===== config.mk =====
export PLATFORM = sky130hd
export DESIGN_NAME = lpc_top
export DESIGN_NICKNAME = d
export VERILOG_FILES = /design/src/lpc_pkg.sv /design/src/lpc_tmr_if.sv /design/src/lpc_sync2.sv /design/src/lpc_interval_timer.sv /design/src/lpc_top.sv
export SDC_FILE = /design/constraint.sdc
export NUM_CORES = 1
export LEC_CHECK = 0
export BUFFER_PORTS_ARGS = -buffer_cell sky130_fd_sc_hd__buf_2
export CAP_MARGIN = 20
export CORE_UTILIZATION = 57
export DETAILED_ROUTE_END_ITERATION = 6
export HOLD_SLACK_MARGIN = 0.05
export PLACE_DENSITY = 0.9
export SYNTH_ARGS = -nofsm -noshare
export SYNTH_HDL_FRONTEND = slang
export SYNTH_HIERARCHICAL = 1
export SYNTH_SLANG_ARGS = --single-unit

===== constraint.sdc =====
create_clock -name CLK_IN -period 3.6 [get_ports CLK_IN]
set_input_delay 0 -clock CLK_IN [delete_from_list [all_inputs] [get_ports CLK_IN]]
set_output_delay 0 -clock CLK_IN [all_outputs]
set_load 0.02 [all_outputs]

===== src/lpc_pkg.sv =====
/*
  Shared constants of the low-power calibration sequencer and trim bank.
  Assumes a single 200 MHz converter clock and 32-bit Avalon-MM access.
*/
// Operation
// - control register resets to 0x88
// - sleep codes 0-3 select short sleep counts
// - sleep codes 4-7 select long counts, 4 default
// - sleep count used only enabled, autonomous mode
// - settle wait after wake, only when enabled
// - settle codes 0-3 select counts, 1 default
// - trigger mode clear: timed autonomous wake
// - trigger mode set: sleep while trigger high
// - enable bit gated by background calibration mode
// - gain trim adjusts all cores
// - reference trim in bits 3:0, rest reserved
// - three per-input termination trims
// - trims reset to fuse values, rewritable
// - trigger from pin or software per source bit
// - software trigger bit resets to one
package lpc_pkg;
  // ==========================================================
  // register indices (byte address is four times the index)
  localparam logic [7:0] LPC_IDX_MODE   = 8'h6A;
  localparam logic [7:0] LPC_IDX_SOFT   = 8'h6C;
  localparam logic [7:0] LPC_IDX_CTRL   = 8'h6E;
  localparam logic [7:0] LPC_IDX_STAT   = 8'h6F;
  localparam logic [7:0] LPC_IDX_GAIN   = 8'h7A;
  localparam logic [7:0] LPC_IDX_REF    = 8'h7C;
  localparam logic [7:0] LPC_IDX_TERM0  = 8'h7E;
  localparam logic [7:0] LPC_IDX_TERM1  = 8'h7F;
  localparam logic [7:0] LPC_IDX_TERM2  = 8'h80;
  // ==========================================================
  // field positions and reset values
  localparam int         LPC_EN_BIT     = 0;
  localparam int         LPC_TRIG_BIT   = 1;
  localparam int         LPC_SRC_BIT    = 1;
  localparam logic [7:0] LPC_CTRL_RST   = 8'h88;
  localparam logic [7:0] LPC_CTRL_MASK  = 8'hFB;
  localparam logic       LPC_SOFT_RST   = 1'b1;
  localparam logic [1:0] LPC_MODE_RST   = 2'h0;
  localparam int         LPC_CORES      = 5;
  localparam int         LPC_CNT_W      = 41;
  // ==========================================================
  // interval lengths in converter clock periods
  localparam logic [7:0][40:0] LPC_SLEEP_CYC = {
    41'd1099511627904, 41'd137438953600, 41'd17179869312, 41'd2147483776,
    41'd268435584, 41'd33554560, 41'd4194432, 41'd1152};
  localparam logic [3:0][40:0] LPC_WAKE_CYC = {
    41'd2147483776, 41'd268435584, 41'd33554560, 41'd1152};
  typedef enum logic [1:0] {LPC_IDLE, LPC_SLEEP, LPC_SETTLE, LPC_CALIB} lpc_state_t;
endpackage : lpc_pkg


===== src/lpc_tmr_if.sv =====
/*
  Start, length and expiry of one interval, sequencer to timer.
  Assumes both ends on the converter clock.
*/
interface lpc_tmr_if;
  import lpc_pkg::*;
  logic                 start;
  logic [LPC_CNT_W-1:0] limit;
  logic                 done;
  modport ctrl  (output start, output limit, input done);
  modport timer (input start, input limit, output done);
endinterface : lpc_tmr_if


===== src/lpc_sync2.sv =====
/*
  Two-flop synchroniser for a level from outside the clock domain.
  Assumes the level is slow against the clock.
*/
module lpc_sync2 (
  input  wire logic clk_in,
  input  wire logic rst_in,
  input  wire logic d_in,
  output logic      q_out
);
  logic meta_reg;
  always_ff @(posedge clk_in) begin
    if (rst_in) begin
      meta_reg <= 1'b0;
      q_out    <= 1'b0;
    end else begin
      meta_reg <= d_in;
      q_out    <= meta_reg;
    end
  end
endmodule : lpc_sync2


===== src/lpc_interval_timer.sv =====
/*
  Wide up-counter timing one sleep or settle interval.
  Assumes limit is at least one and start is a one-cycle pulse.
*/
module lpc_interval_timer
  import lpc_pkg::*;
(
  input  wire logic clk_in,
  input  wire logic rst_in,
  lpc_tmr_if.timer  tmr
);
  logic [LPC_CNT_W-1:0] cnt_reg;
  logic [LPC_CNT_W-1:0] lim_reg;
  logic                 run_reg;
  logic                 done_reg;
  assign tmr.done = done_reg;
  // restart on every start pulse, done pulses limit cycles later
  always_ff @(posedge clk_in) begin
    if (rst_in) begin
      cnt_reg  <= '0;
      lim_reg  <= '0;
      run_reg  <= 1'b0;
      done_reg <= 1'b0;
    end else begin
      done_reg <= 1'b0;
      if (tmr.start) begin
        cnt_reg <= '0;
        lim_reg <= tmr.limit - 41'd1;
        run_reg <= 1'b1;
      end else if (run_reg) begin
        if (cnt_reg == lim_reg) begin
          run_reg  <= 1'b0;
          done_reg <= 1'b1;
        end else begin
          cnt_reg <= cnt_reg + 41'd1;
        end
      end
    end
  end
endmodule : lpc_interval_timer


===== src/lpc_top.sv =====
/*
  Low-power background calibration sequencer with its control
  registers and the factory trim registers, on an Avalon-MM slave.
  Assumes fuse values are static and on this clock, the trigger pin
  is asynchronous, and the calibration engine answers on this clock.
*/
// Chosen here: the Avalon-MM slave port.
module lpc_top
  import lpc_pkg::*;
#(
  parameter logic [7:0][40:0] SLEEP_CYC = LPC_SLEEP_CYC,
  parameter logic [3:0][40:0] WAKE_CYC  = LPC_WAKE_CYC
) (
  input  wire logic       CLK_IN,
  input  wire logic       RST_IN,
  input  wire logic [9:0] AVS_ADDRESS_IN,
  input  wire logic       AVS_READ_IN,
  input  wire logic       AVS_WRITE_IN,
  input  wire logic [31:0] AVS_WRITEDATA_IN,
  input  wire logic [3:0] AVS_BYTEENABLE_IN,
  output logic [31:0]     AVS_READDATA_OUT,
  output logic            AVS_WAITREQUEST_OUT,
  input  wire logic       CAL_TRIGGER_PIN_IN,
  input  wire logic       CAL_DONE_IN,
  input  wire logic [7:0] FUSE_GAIN_IN,
  input  wire logic [3:0] FUSE_REF_IN,
  input  wire logic [7:0] FUSE_TERM0_IN,
  input  wire logic [7:0] FUSE_TERM1_IN,
  input  wire logic [7:0] FUSE_TERM2_IN,
  output logic            CORE_SLEEP_OUT,
  output logic            CAL_START_OUT,
  output logic [2:0]      OFFLINE_CORE_OUT,
  output logic [7:0]      GAIN_ADJ_OUT,
  output logic [3:0]      REF_ADJ_OUT,
  output logic [7:0]      TERM_ADJ0_OUT,
  output logic [7:0]      TERM_ADJ1_OUT,
  output logic [7:0]      TERM_ADJ2_OUT
);
  // ==========================================================
  // registers and shared signals
  logic [7:0]  lowpower_calibration_control_reg;
  logic [1:0]  mode_reg;
  logic        software_cal_trigger_bit_reg;
  lpc_state_t  state_reg;
  logic        pin_sync;
  logic        trig;
  logic        lp_active;
  logic        req;
  logic        wr_go;
  logic [7:0]  idx;
  logic [7:0]  rd_next;
  logic [2:0]  sleep_interval_code;
  logic [1:0]  settle_interval_code;
  logic        sleep_by_trigger_select;
  logic        lowpower_cal_enable;
  logic        background_calibration_mode;
  logic        trigger_source_select;
  lpc_tmr_if   tmr ();

  lpc_sync2 u_sync (
    .clk_in (CLK_IN),
    .rst_in (RST_IN),
    .d_in   (CAL_TRIGGER_PIN_IN),
    .q_out  (pin_sync)
  );

  lpc_interval_timer u_timer (
    .clk_in (CLK_IN),
    .rst_in (RST_IN),
    .tmr    (tmr)
  );

  assign sleep_interval_code         = lowpower_calibration_control_reg[7:5];
  assign settle_interval_code        = lowpower_calibration_control_reg[4:3];
  assign sleep_by_trigger_select     = lowpower_calibration_control_reg[LPC_TRIG_BIT];
  assign lowpower_cal_enable         = lowpower_calibration_control_reg[LPC_EN_BIT];
  assign background_calibration_mode = mode_reg[0];
  assign trigger_source_select       = mode_reg[LPC_SRC_BIT];
  // the pin is ignored entirely while software owns the trigger
  assign trig      = trigger_source_select ? pin_sync
                                           : software_cal_trigger_bit_reg;
  assign lp_active = lowpower_cal_enable & background_calibration_mode;

  // ==========================================================
  // Avalon-MM slave: one wait cycle, then the access completes
  assign req   = AVS_READ_IN | AVS_WRITE_IN;
  assign idx   = AVS_ADDRESS_IN[9:2];
  assign wr_go = AVS_WRITE_IN & ~AVS_WAITREQUEST_OUT & AVS_BYTEENABLE_IN[0]
               & (AVS_ADDRESS_IN[1:0] == 2'h0);

  always_ff @(posedge CLK_IN) begin
    if (RST_IN) begin
      AVS_WAITREQUEST_OUT <= 1'b1;
    end else if (req && AVS_WAITREQUEST_OUT) begin
      AVS_WAITREQUEST_OUT <= 1'b0;
    end else begin
      AVS_WAITREQUEST_OUT <= 1'b1;
    end
  end

  always_comb begin
    rd_next = 8'h00;
    if (AVS_ADDRESS_IN[1:0] == 2'h0) begin
      case (idx)
        LPC_IDX_MODE:  rd_next = {6'h00, mode_reg};
        LPC_IDX_SOFT:  rd_next = {7'h00, software_cal_trigger_bit_reg};
        LPC_IDX_CTRL:  rd_next = lowpower_calibration_control_reg;
        LPC_IDX_STAT:  rd_next = {2'h0, trig, OFFLINE_CORE_OUT, state_reg};
        LPC_IDX_GAIN:  rd_next = GAIN_ADJ_OUT;
        LPC_IDX_REF:   rd_next = {4'h0, REF_ADJ_OUT};
        LPC_IDX_TERM0: rd_next = TERM_ADJ0_OUT;
        LPC_IDX_TERM1: rd_next = TERM_ADJ1_OUT;
        LPC_IDX_TERM2: rd_next = TERM_ADJ2_OUT;
        default:       rd_next = 8'h00;
      endcase
    end
  end

  // read data captured in the wait cycle, so it stands at completion
  always_ff @(posedge CLK_IN) begin
    if (RST_IN) begin
      AVS_READDATA_OUT <= 32'h0;
    end else if (AVS_READ_IN && AVS_WAITREQUEST_OUT) begin
      AVS_READDATA_OUT <= {24'h0, rd_next};
    end
  end

  // ==========================================================
  // control registers
  always_ff @(posedge CLK_IN) begin
    if (RST_IN) begin
      lowpower_calibration_control_reg <= LPC_CTRL_RST;
      software_cal_trigger_bit_reg     <= LPC_SOFT_RST;
      mode_reg                         <= LPC_MODE_RST;
    end else if (wr_go) begin
      case (idx)
        // reserved bit 2 is not stored and reads zero
        LPC_IDX_CTRL: lowpower_calibration_control_reg <= AVS_WRITEDATA_IN[7:0] & LPC_CTRL_MASK;
        LPC_IDX_SOFT: software_cal_trigger_bit_reg     <= AVS_WRITEDATA_IN[0];
        LPC_IDX_MODE: mode_reg                         <= AVS_WRITEDATA_IN[1:0];
        default: ;
      endcase
    end
  end

  // ==========================================================
  // trim registers: fuse values at reset, software may overwrite
  always_ff @(posedge CLK_IN) begin
    if (RST_IN) begin
      GAIN_ADJ_OUT  <= FUSE_GAIN_IN;
      REF_ADJ_OUT   <= FUSE_REF_IN;
      TERM_ADJ0_OUT <= FUSE_TERM0_IN;
      TERM_ADJ1_OUT <= FUSE_TERM1_IN;
      TERM_ADJ2_OUT <= FUSE_TERM2_IN;
    end else if (wr_go) begin
      case (idx)
        LPC_IDX_GAIN:  GAIN_ADJ_OUT  <= AVS_WRITEDATA_IN[7:0];
        LPC_IDX_REF:   REF_ADJ_OUT   <= AVS_WRITEDATA_IN[3:0];
        LPC_IDX_TERM0: TERM_ADJ0_OUT <= AVS_WRITEDATA_IN[7:0];
        LPC_IDX_TERM1: TERM_ADJ1_OUT <= AVS_WRITEDATA_IN[7:0];
        LPC_IDX_TERM2: TERM_ADJ2_OUT <= AVS_WRITEDATA_IN[7:0];
        default: ;
      endcase
    end
  end

  // ==========================================================
  // low-power sequence: sleep, settle, calibrate, next core
  always_ff @(posedge CLK_IN) begin
    if (RST_IN) begin
      state_reg        <= LPC_IDLE;
      tmr.start        <= 1'b0;
      tmr.limit        <= '0;
      CORE_SLEEP_OUT   <= 1'b0;
      CAL_START_OUT    <= 1'b0;
      OFFLINE_CORE_OUT <= 3'h0;
    end else begin
      tmr.start <= 1'b0;
      if (!lp_active) begin
        // leaving low-power mode wakes the core and drops any request
        state_reg      <= LPC_IDLE;
        CORE_SLEEP_OUT <= 1'b0;
        CAL_START_OUT  <= 1'b0;
      end else begin
        case (state_reg)
          LPC_IDLE: begin
            state_reg      <= LPC_SLEEP;
            CORE_SLEEP_OUT <= 1'b1;
            tmr.start      <= 1'b1;
            tmr.limit      <= SLEEP_CYC[sleep_interval_code];
          end
          LPC_SLEEP: begin
            if (sleep_by_trigger_select ? !trig : tmr.done) begin
              state_reg      <= LPC_SETTLE;
              CORE_SLEEP_OUT <= 1'b0;
              tmr.start      <= 1'b1;
              tmr.limit      <= WAKE_CYC[settle_interval_code];
            end
          end
          LPC_SETTLE: begin
            if (tmr.done) begin
              state_reg     <= LPC_CALIB;
              CAL_START_OUT <= 1'b1;
            end
          end
          LPC_CALIB: begin
            if (CAL_DONE_IN) begin
              state_reg        <= LPC_SLEEP;
              CAL_START_OUT    <= 1'b0;
              CORE_SLEEP_OUT   <= 1'b1;
              tmr.start        <= 1'b1;
              tmr.limit        <= SLEEP_CYC[sleep_interval_code];
              OFFLINE_CORE_OUT <= (OFFLINE_CORE_OUT == 3'(LPC_CORES - 1)) ? 3'h0
                                : OFFLINE_CORE_OUT + 3'h1;
            end
          end
          default: state_reg <= LPC_IDLE;
        endcase
      end
    end
  end

  // ==========================================================
  // assertions
  a_ctrl_reset: assert property (@(posedge CLK_IN) $past(RST_IN) && RST_IN
    |=> lowpower_calibration_control_reg == 8'h88) else $error("ctrl reset");
  a_soft_reset: assert property (@(posedge CLK_IN) RST_IN
    |=> software_cal_trigger_bit_reg) else $error("soft trigger reset");
  a_idle_off: assert property (@(posedge CLK_IN) disable iff (RST_IN)
    !lp_active |=> state_reg == LPC_IDLE && !CORE_SLEEP_OUT) else $error("not idle");
  a_trig_wake: assert property (@(posedge CLK_IN) disable iff (RST_IN)
    state_reg == LPC_SLEEP && lp_active && sleep_by_trigger_select && !trig
    |=> state_reg == LPC_SETTLE && tmr.start) else $error("no trigger wake");
  a_trig_hold: assert property (@(posedge CLK_IN) disable iff (RST_IN)
    state_reg == LPC_SLEEP && lp_active && sleep_by_trigger_select && trig
    |=> CORE_SLEEP_OUT) else $error("woke with trigger high");
  a_auto_sleep: assert property (@(posedge CLK_IN) disable iff (RST_IN)
    state_reg == LPC_SLEEP && lp_active && !sleep_by_trigger_select && !tmr.done
    |=> state_reg == LPC_SLEEP) else $error("early wake");
  a_settle_cal: assert property (@(posedge CLK_IN) disable iff (RST_IN)
    state_reg == LPC_SETTLE && lp_active && tmr.done
    |=> CAL_START_OUT ##0 $past(!CAL_START_OUT)) else $error("no cal start");
  a_sleep_len: assert property (@(posedge CLK_IN) disable iff (RST_IN)
    state_reg == LPC_IDLE && lp_active
    |=> tmr.limit == SLEEP_CYC[$past(sleep_interval_code)]) else $error("sleep len");
  a_bus_wait: assert property (@(posedge CLK_IN) disable iff (RST_IN)
    req && AVS_WAITREQUEST_OUT |=> !AVS_WAITREQUEST_OUT ##1 AVS_WAITREQUEST_OUT)
    else $error("bus answer");
  a_src_soft: assert property (@(posedge CLK_IN) disable iff (RST_IN)
    !trigger_source_select |-> trig == software_cal_trigger_bit_reg)
    else $error("pin not ignored");
endmodule : lpc_top


---- Yosys cells after proc, flatten, opt, wreduce, memory -nomap -nowiden ----
Memories as Yosys holds them, arrays and structs flattened. A register that Yosys moved wholly into a read port is not among the register bits.
Index checks and enable logic that the tools add are counted.
storage, ports and cells
  flip-flop bits (word level) ............. 190
  output and inout port bits .............. 74
  logic and storage cells ................. 130
  bits in read-only memories .............. 328
  memories kept ........................... 1
  input bits .............................. 88
cells by class
  order comparisons ....................... 2
  reduce and logical (&&, ||, !) cells .... 30
  equal/unequal tests ..................... 17
  mux-type cells .......................... 46
  bitwise gates (word level) .............. 9
  add/subtract/negate cells ............... 3
memory list
  memory           words  width  read ports  clocked after Yosys merged registers in  write ports  line            RTL
  (no name shown)  8      41     1           1                                        0            lpc_top.sv:212  tmr.limit <= SLEEP_CYC[sleep_interval_code];
operator list
  kind                     number
  $mux W41                 4
  $pmux W41 S3             1
  $mux W8                  13
  $bmux W41 S2             1
  $pmux W8 S9              1
  $eq A8 B7 Y1 const B     8
  $add A41 B1 Y41 const B  1
  $eq A41 B41 Y1           1
  $sub A41 B1 Y41 const B  1
  $reduce_and A2 Y1        9
  $reduce_bool A2 Y1       7
  $mux W1                  13
  $mux W4                  3
  $reduce_and A3 Y1        4
  $mux W3                  3
  $eq A8 B8 Y1 const B     1
  $pmux W2 S4              1
  $mux W2                  3
  $pmux W1 S3              2
  $and A1 B1 Y1            4
  $eq A2 B2 Y1 const B     2
  $logic_not A2 Y1         2
  $lt A3 B4 Y1 const B     1
  $ne A2 B2 Y1 const B     2
  other kinds (14)         19

---- Logic depth before layout (Yosys ltp) ----
  depth in word-level cells ............... 7
  gate-level depth with buffers ........... 9
  mapped depth without buffers ............ 8

---- Cells and area by module ----
Netlist, hierarchy kept.
modules (own cells, without submodules)
  module              sequential area each (um^2)  cells an instance  area each (um^2)  instances
  lpc_interval_timer  1681.6                       564                4636.9            1
  lpc_top             1961.9                       438                4033.9            1
  lpc_sync2           40.0                         4                  52.6              1

---- Worst setup path before layout ----
Ideal clock, no wire load.
  kind .................................... register to register
  from .................................... reg tmr.limit[10]
  to ...................................... reg u_timer.lim_reg[35]
  required time ........................... 3.509 ns
  cell stages (with the launch flop) ...... 8
  arrival ................................. 2.555 ns
  path buffers ............................ 2
  setup time .............................. 0.091 ns
  setup slack ............................. 0.955 ns
  clock period less this slack ............ 2.645 ns
  cells stage by stage .................... dfxtp_1 or4_4 or4_4 buf_6 or4_4 buf_6 or3_1 a311oi_1
between the ends
  longest elaborated chain between the ends .. 1
RTL lines
  element                 line                      RTL
  from (decl)             lpc_tmr_if.sv:8           logic [LPC_CNT_W-1:0] limit;
  from (signal assigned)  lpc_top.sv:190            tmr.limit <= SLEEP_CYC[sleep_interval_code];
  from (signal assigned)  lpc_top.sv:197            tmr.limit <= WAKE_CYC[settle_interval_code];
  from (signal assigned)  lpc_top.sv:212
  $sub A41 B1 Y41         lpc_interval_timer.sv:28  lim_reg <= tmr.limit - 41'd1;
  to (signal assigned)    lpc_interval_timer.sv:28
  to (decl)               lpc_interval_timer.sv:13  logic [LPC_CNT_W-1:0] lim_reg;
Every way passes these cells.
A chain may end at the register's enable or synchronous reset.

---- Worst setup path after layout ----
  from .................................... reg tmr.limit[10]
  to ...................................... reg u_timer.lim_reg[34]
The elaborated chain is that of the path after synthesis.

==> implementation parameters <==
Parameter                              Value

Floorplanning
  Horizontal die dimension ... 126 µm
  Standard-cell rows ... 44
  Starting density of the core ... 0.591
  Boundary pin count ... 162
  Core Region ... 14800 µm²
  Die area ... 15800 µm²
  Die height ... 126 µm

Pwr
  Leak pwr ... 4.60 nW
  Reg power frac ... 0.456
  Clock power share ... 0.441
  Total power divided by cell area ... 394 nW/µm²
  Net Switching ... 1.20 mW
  IR drop worst, VDD ... 447 µV
  Switching portion of total power ... 0.276
  Combinational power share ... 0.103
  Internal power ... 3.15 mW

Finish
  Register area ... 3680 µm²
  Number of fillers in the final layout ... 893
  Ratio of cells with drive above 1 in the final layout ... 0.140
  Area growth from synthesis to layout ... 26.6%
  Nets ... 1370
  Area used by multi-input combinational logic ... 5040 µm²

Timing
  Final setup violation count ... 0
  Share of the clock period used by the worst path after layout ... 0.768
  Summed negative setup slack over all endpoints ... 0 ns
  Worst hold margin ... 0.0995 ns
  Clock period minus worst slack ... 2.77 ns
  Setup repair after global routing missed its margin ... false
  Worst clock skew ... 0.0235 ns
  Final max-slew violation count ... 0
  Max Freq ... 362 MHz
  Worst-Margin Slew ... 0.833 ns
  Slew Limit Headroom ... 0.439
  Number of failing hold endpoints at the final stage ... 0
  Worst Slack Setup Final ... 0.834 ns

Critical path
  Max stage delay cell, worst path ... sky130_fd_sc_hd__nor4_2
  Crit end category ... flop
  Crit Reg-Reg Startpoint ... tmr.limit[10]$_SDFFE_PP0P_
  Capture instance of the worst register-to-register path ... u_timer/lim_reg[34]$_SDFFE_PP0P_
  Register-to-register path setup slack ... 0.83 ns
  Cell occurring most often along the worst timing path ... sky130_fd_sc_hd__or4_4
  Critical path class ... flop to flop
  Launching element type of the critical path ... flop
  Critical path peak fanout ... 8
  Cell depth of the worst flop-to-flop path ... 6
  Series of cell instances along the critical path ... or4_4, or4_4, nor4_2, nand2_1, xor2_1, a211oi_1
  Data arrival at the endpoint of the critical path ... 3.12 ns
  Crit path largest cell delay ... 0.70 ns
  Crit path launch ... tmr.limit[10]$_SDFFE_PP0P_
  Required time worst endpoint ... 3.96 ns

Placed design
  Number of port buffers ... 110
  DP Worst Slack ... 0.892 ns
  Estimated wirelength of the detail-placed design ... 16200 µm
  Routability-driven placement congestion ratio ... 0.909

Worst hold path
  Number of cells on the worst hold path ... 5
  Start point of the worst min-delay path ... AVS_ADDRESS_IN[1]
  Hold WC Path Type ... input port to flop
  Endpoint with the worst hold slack ... AVS_READDATA_OUT[6]$_SDFFE_PP0P_

Run status
  Violated checks ... design-rule violations
  Result of the run ... complete, but fails checks

Synth
  Number of warnings printed during yosys synthesis ... 6
  Post-synth EDFFs ... 36
  Number of storage elements in the synthesis netlist ... 166
  Seq/Total Area, Yosys ... 0.422
  Post-Synthesis Mean Instance Area ... 8.67 µm²
  Combined area of all synthesized cells ... 8720 µm²
  Async S/R FF share, synth ... 0
  Number of library cell types mapped by synthesis ... 65
  Synth Instances ... 1006
  Most used flip-flop cell after synthesis ... sky130_fd_sc_hd__dfxtp_1

Detailed routing
  Post-route DRC violation count ... 48
  Via count ... 9288
  Count of antenna-violating nets left after detailed routing ... 0
  Routed wire length per instance ... 20.8 µm
  Initial detailed-routing violation count ... 1610
  Average via count per standard cell ... 6.31
  Drt pass-1 iters ... 7
  Routed WL ... 30700 µm

CTS
  CTS sink count ... 166
  Post-CTS setup buffer count ... 0
  Clock Path Buffers ... 2
  Reg clk slew, reported paths ... 0.09 ns
  Clock root cell ... sky130_fd_sc_hd__clkbuf_16
  Clock buffer count from CTS ... 17
  H-tree levels ... 4
  Insertion delay of the later-clocked pin in the worst-skew pair ... 0.46 ns
  Clock tree from TritonCTS ... built

Flow run
  Max-cap violations ... 0

Global routing
  GR met2 Demand/Resource ... 0.611
  GRT met1 Usage ... 0.435
  Global routing usage summed across all routing layers ... 0.395
  GR peak layer ... met2
  Maximum number of pins on one net before global-route repair ... 87
  First-pass GRT wire length ... 47700 µm
  GR met3 Demand/Resource ... 0.116
  Sum of overflow across all layers after global routing ... 0
  Via count of the first global-routing pass ... 9116
  Number of antenna violations at the first check in global routing ... 2
==> worst max-delay path by stage <==
stage	endpoint	cells past startpoint
CTS	u_timer/lim_reg[34]$_SDFFE_PP0P_	6
global placement	u_timer/lim_reg[40]$_SDFFE_PP0P_	6
global route	u_timer/lim_reg[34]$_SDFFE_PP0P_	6
floorplan	u_timer/lim_reg[35]$_SDFFE_PP0P_	7
finish	u_timer/lim_reg[34]$_SDFFE_PP0P_	6
detailed placement	u_timer/lim_reg[40]$_SDFFE_PP0P_	6
==> timing repair <==
action | CTS | global route
hold buffers | 81 | 0
endpoints found under the hold margin | 71 | 0
endpoints found under the setup margin | 0 | 0
resized for setup | 0 | 0
==> critical path: cells and delay by family (launching register included) <==
family                    cells  cell delay (ns)
and+or+nand+nor               4             1.94
xor gates and xnor gates      1             0.17
AOI/OAI and AO/OA             1             0.24
DFF                           1             0.33
==> per-layer routing <==
metal  up-vias  wire, µm
li1       4002         -
met5         -         0
met1      4194     10200
met4         0      2960
met3       295      3760
met2       797     13800
==> layout make-up <==
type                            count  area share
Clock buffer                       17      0.0385
Antenna cell                        1    0.000227
Multi-Input combinational cell    873       0.456
Timing Repair Buffer              200       0.130
Clock inverter                     15      0.0155
Inverter                           15     0.00510
Sequential cell                   166       0.334
Tap cell                          184      0.0209
==> stage by stage <==
stage / area (µm²) / power [mW] / std cells / utilization
after floorplan: 9200 / 2.24 / 1134 / -
after global placement: 9630 / 2.32 / 1357 / 0.653
after detailed placement: 9630 / 2.33 / 1357 / 0.653
after CTS: 11000 / 4.23 / 1470 / 0.748
after global routing: 11000 / 4.44 / 1471 / 0.748
final: 11000 / 4.35 / 1471 / 0.748
==> cells in the mapped netlist (4+ instances only) <==
cell type | number | share of area
sky130_fd_sc_hd__or4_1 | 13 | 0.011
sky130_fd_sc_hd__or3_1 | 40 | 0.029
sky130_fd_sc_hd__o31ai_1 | 14 | 0.012
sky130_fd_sc_hd__a211oi_1 | 43 | 0.037
sky130_fd_sc_hd__xnor2_1 | 17 | 0.017
sky130_fd_sc_hd__a311oi_1 | 7 | 0.0070
sky130_fd_sc_hd__edfxtp_1 | 36 | 0.12
sky130_fd_sc_hd__nand3b_1 | 4 | 0.0034
sky130_fd_sc_hd__buf_4 | 28 | 0.024
sky130_fd_sc_hd__clkbuf_1 | 43 | 0.019
sky130_fd_sc_hd__o211ai_1 | 4 | 0.0034
sky130_fd_sc_hd__and4_1 | 7 | 0.0070
sky130_fd_sc_hd__a21oi_1 | 53 | 0.030
sky130_fd_sc_hd__buf_6 | 4 | 0.0052
sky130_fd_sc_hd__nand2_1 | 136 | 0.059
sky130_fd_sc_hd__nor3_1 | 14 | 0.0080
sky130_fd_sc_hd__inv_1 | 13 | 0.0056
sky130_fd_sc_hd__nor2b_1 | 9 | 0.0065
sky130_fd_sc_hd__and3_1 | 12 | 0.0086
sky130_fd_sc_hd__mux2_2 | 4 | 0.0052
sky130_fd_sc_hd__nor4_1 | 18 | 0.013
sky130_fd_sc_hd__nand3_1 | 32 | 0.018
sky130_fd_sc_hd__and2_1 | 7 | 0.0050
sky130_fd_sc_hd__xor2_1 | 58 | 0.058
sky130_fd_sc_hd__nor2_1 | 97 | 0.042
sky130_fd_sc_hd__ha_1 | 9 | 0.013
sky130_fd_sc_hd__o21ai_0 | 51 | 0.029
sky130_fd_sc_hd__mux2i_1 | 17 | 0.020
sky130_fd_sc_hd__nand4_1 | 17 | 0.012
sky130_fd_sc_hd__or2_2 | 6 | 0.0043
sky130_fd_sc_hd__a22oi_1 | 4 | 0.0034
sky130_fd_sc_hd__nand2b_1 | 8 | 0.0057
sky130_fd_sc_hd__dfxtp_1 | 130 | 0.30
==> power by group through the flow <==
stage	clock network, mW	registers (mW)	logic, mW
6_report	1.92	1.98	0.448
5_1_grt	1.99	1.98	0.467
4_1_cts	1.86	1.97	0.395
3_5_place_dp	0	2.01	0.316
3_3_place_gp	0	2.01	0.308
2_1_floorplan	0	2.06	0.180
==> cell usage in the layout (no fill, tap or decap), types with 4 or more instances in the layout <==
master / Yosys / layout
sky130_fd_sc_hd__a211oi_1: 43 / 43
sky130_fd_sc_hd__a21oi_1: 53 / 53
sky130_fd_sc_hd__a22oi_1: 4 / 4
sky130_fd_sc_hd__a311oi_1: 7 / 7
sky130_fd_sc_hd__and2_1: 7 / 7
sky130_fd_sc_hd__and3_1: 12 / 12
sky130_fd_sc_hd__and4_1: 7 / 7
sky130_fd_sc_hd__buf_2: 2 / 109
sky130_fd_sc_hd__buf_4: 28 / 10
sky130_fd_sc_hd__clkbuf_16: 0 / 17
sky130_fd_sc_hd__clkinv_4: 0 / 5
sky130_fd_sc_hd__clkinvlp_4: 0 / 4
sky130_fd_sc_hd__conb_1: 1 / 129
sky130_fd_sc_hd__dfxtp_1: 130 / 129
sky130_fd_sc_hd__dlygate4sd3_1: 0 / 81
sky130_fd_sc_hd__edfxtp_1: 36 / 36
sky130_fd_sc_hd__ha_1: 9 / 9
sky130_fd_sc_hd__inv_1: 13 / 13
sky130_fd_sc_hd__mux2_2: 4 / 4
sky130_fd_sc_hd__mux2i_1: 17 / 17
sky130_fd_sc_hd__nand2_1: 136 / 136
sky130_fd_sc_hd__nand2b_1: 8 / 8
sky130_fd_sc_hd__nand3_1: 32 / 32
sky130_fd_sc_hd__nand3b_1: 4 / 4
sky130_fd_sc_hd__nand4_1: 17 / 17
sky130_fd_sc_hd__nor2_1: 97 / 97
sky130_fd_sc_hd__nor2b_1: 9 / 9
sky130_fd_sc_hd__nor3_1: 14 / 14
sky130_fd_sc_hd__nor4_1: 18 / 18
sky130_fd_sc_hd__o211ai_1: 4 / 4
sky130_fd_sc_hd__o21ai_0: 51 / 51
sky130_fd_sc_hd__o31ai_1: 14 / 13
sky130_fd_sc_hd__or2_2: 6 / 6
sky130_fd_sc_hd__or3_1: 40 / 40
sky130_fd_sc_hd__or4_1: 13 / 13
sky130_fd_sc_hd__xnor2_1: 17 / 17
sky130_fd_sc_hd__xor2_1: 58 / 58
==> cells by family after synthesis <==
group / after synthesis / synth area share
flops: 166 / 0.422
compound gates: 198 / 0.146
simple gates: 440 / 0.260
xor+xnor: 75 / 0.0753
other cells: 1 / 0.000430
mux: 22 / 0.0262
buf+inv: 95 / 0.0568
fa+ha+maj: 9 / 0.0129
No activity file was read; power rests on OpenSTA's default activity.
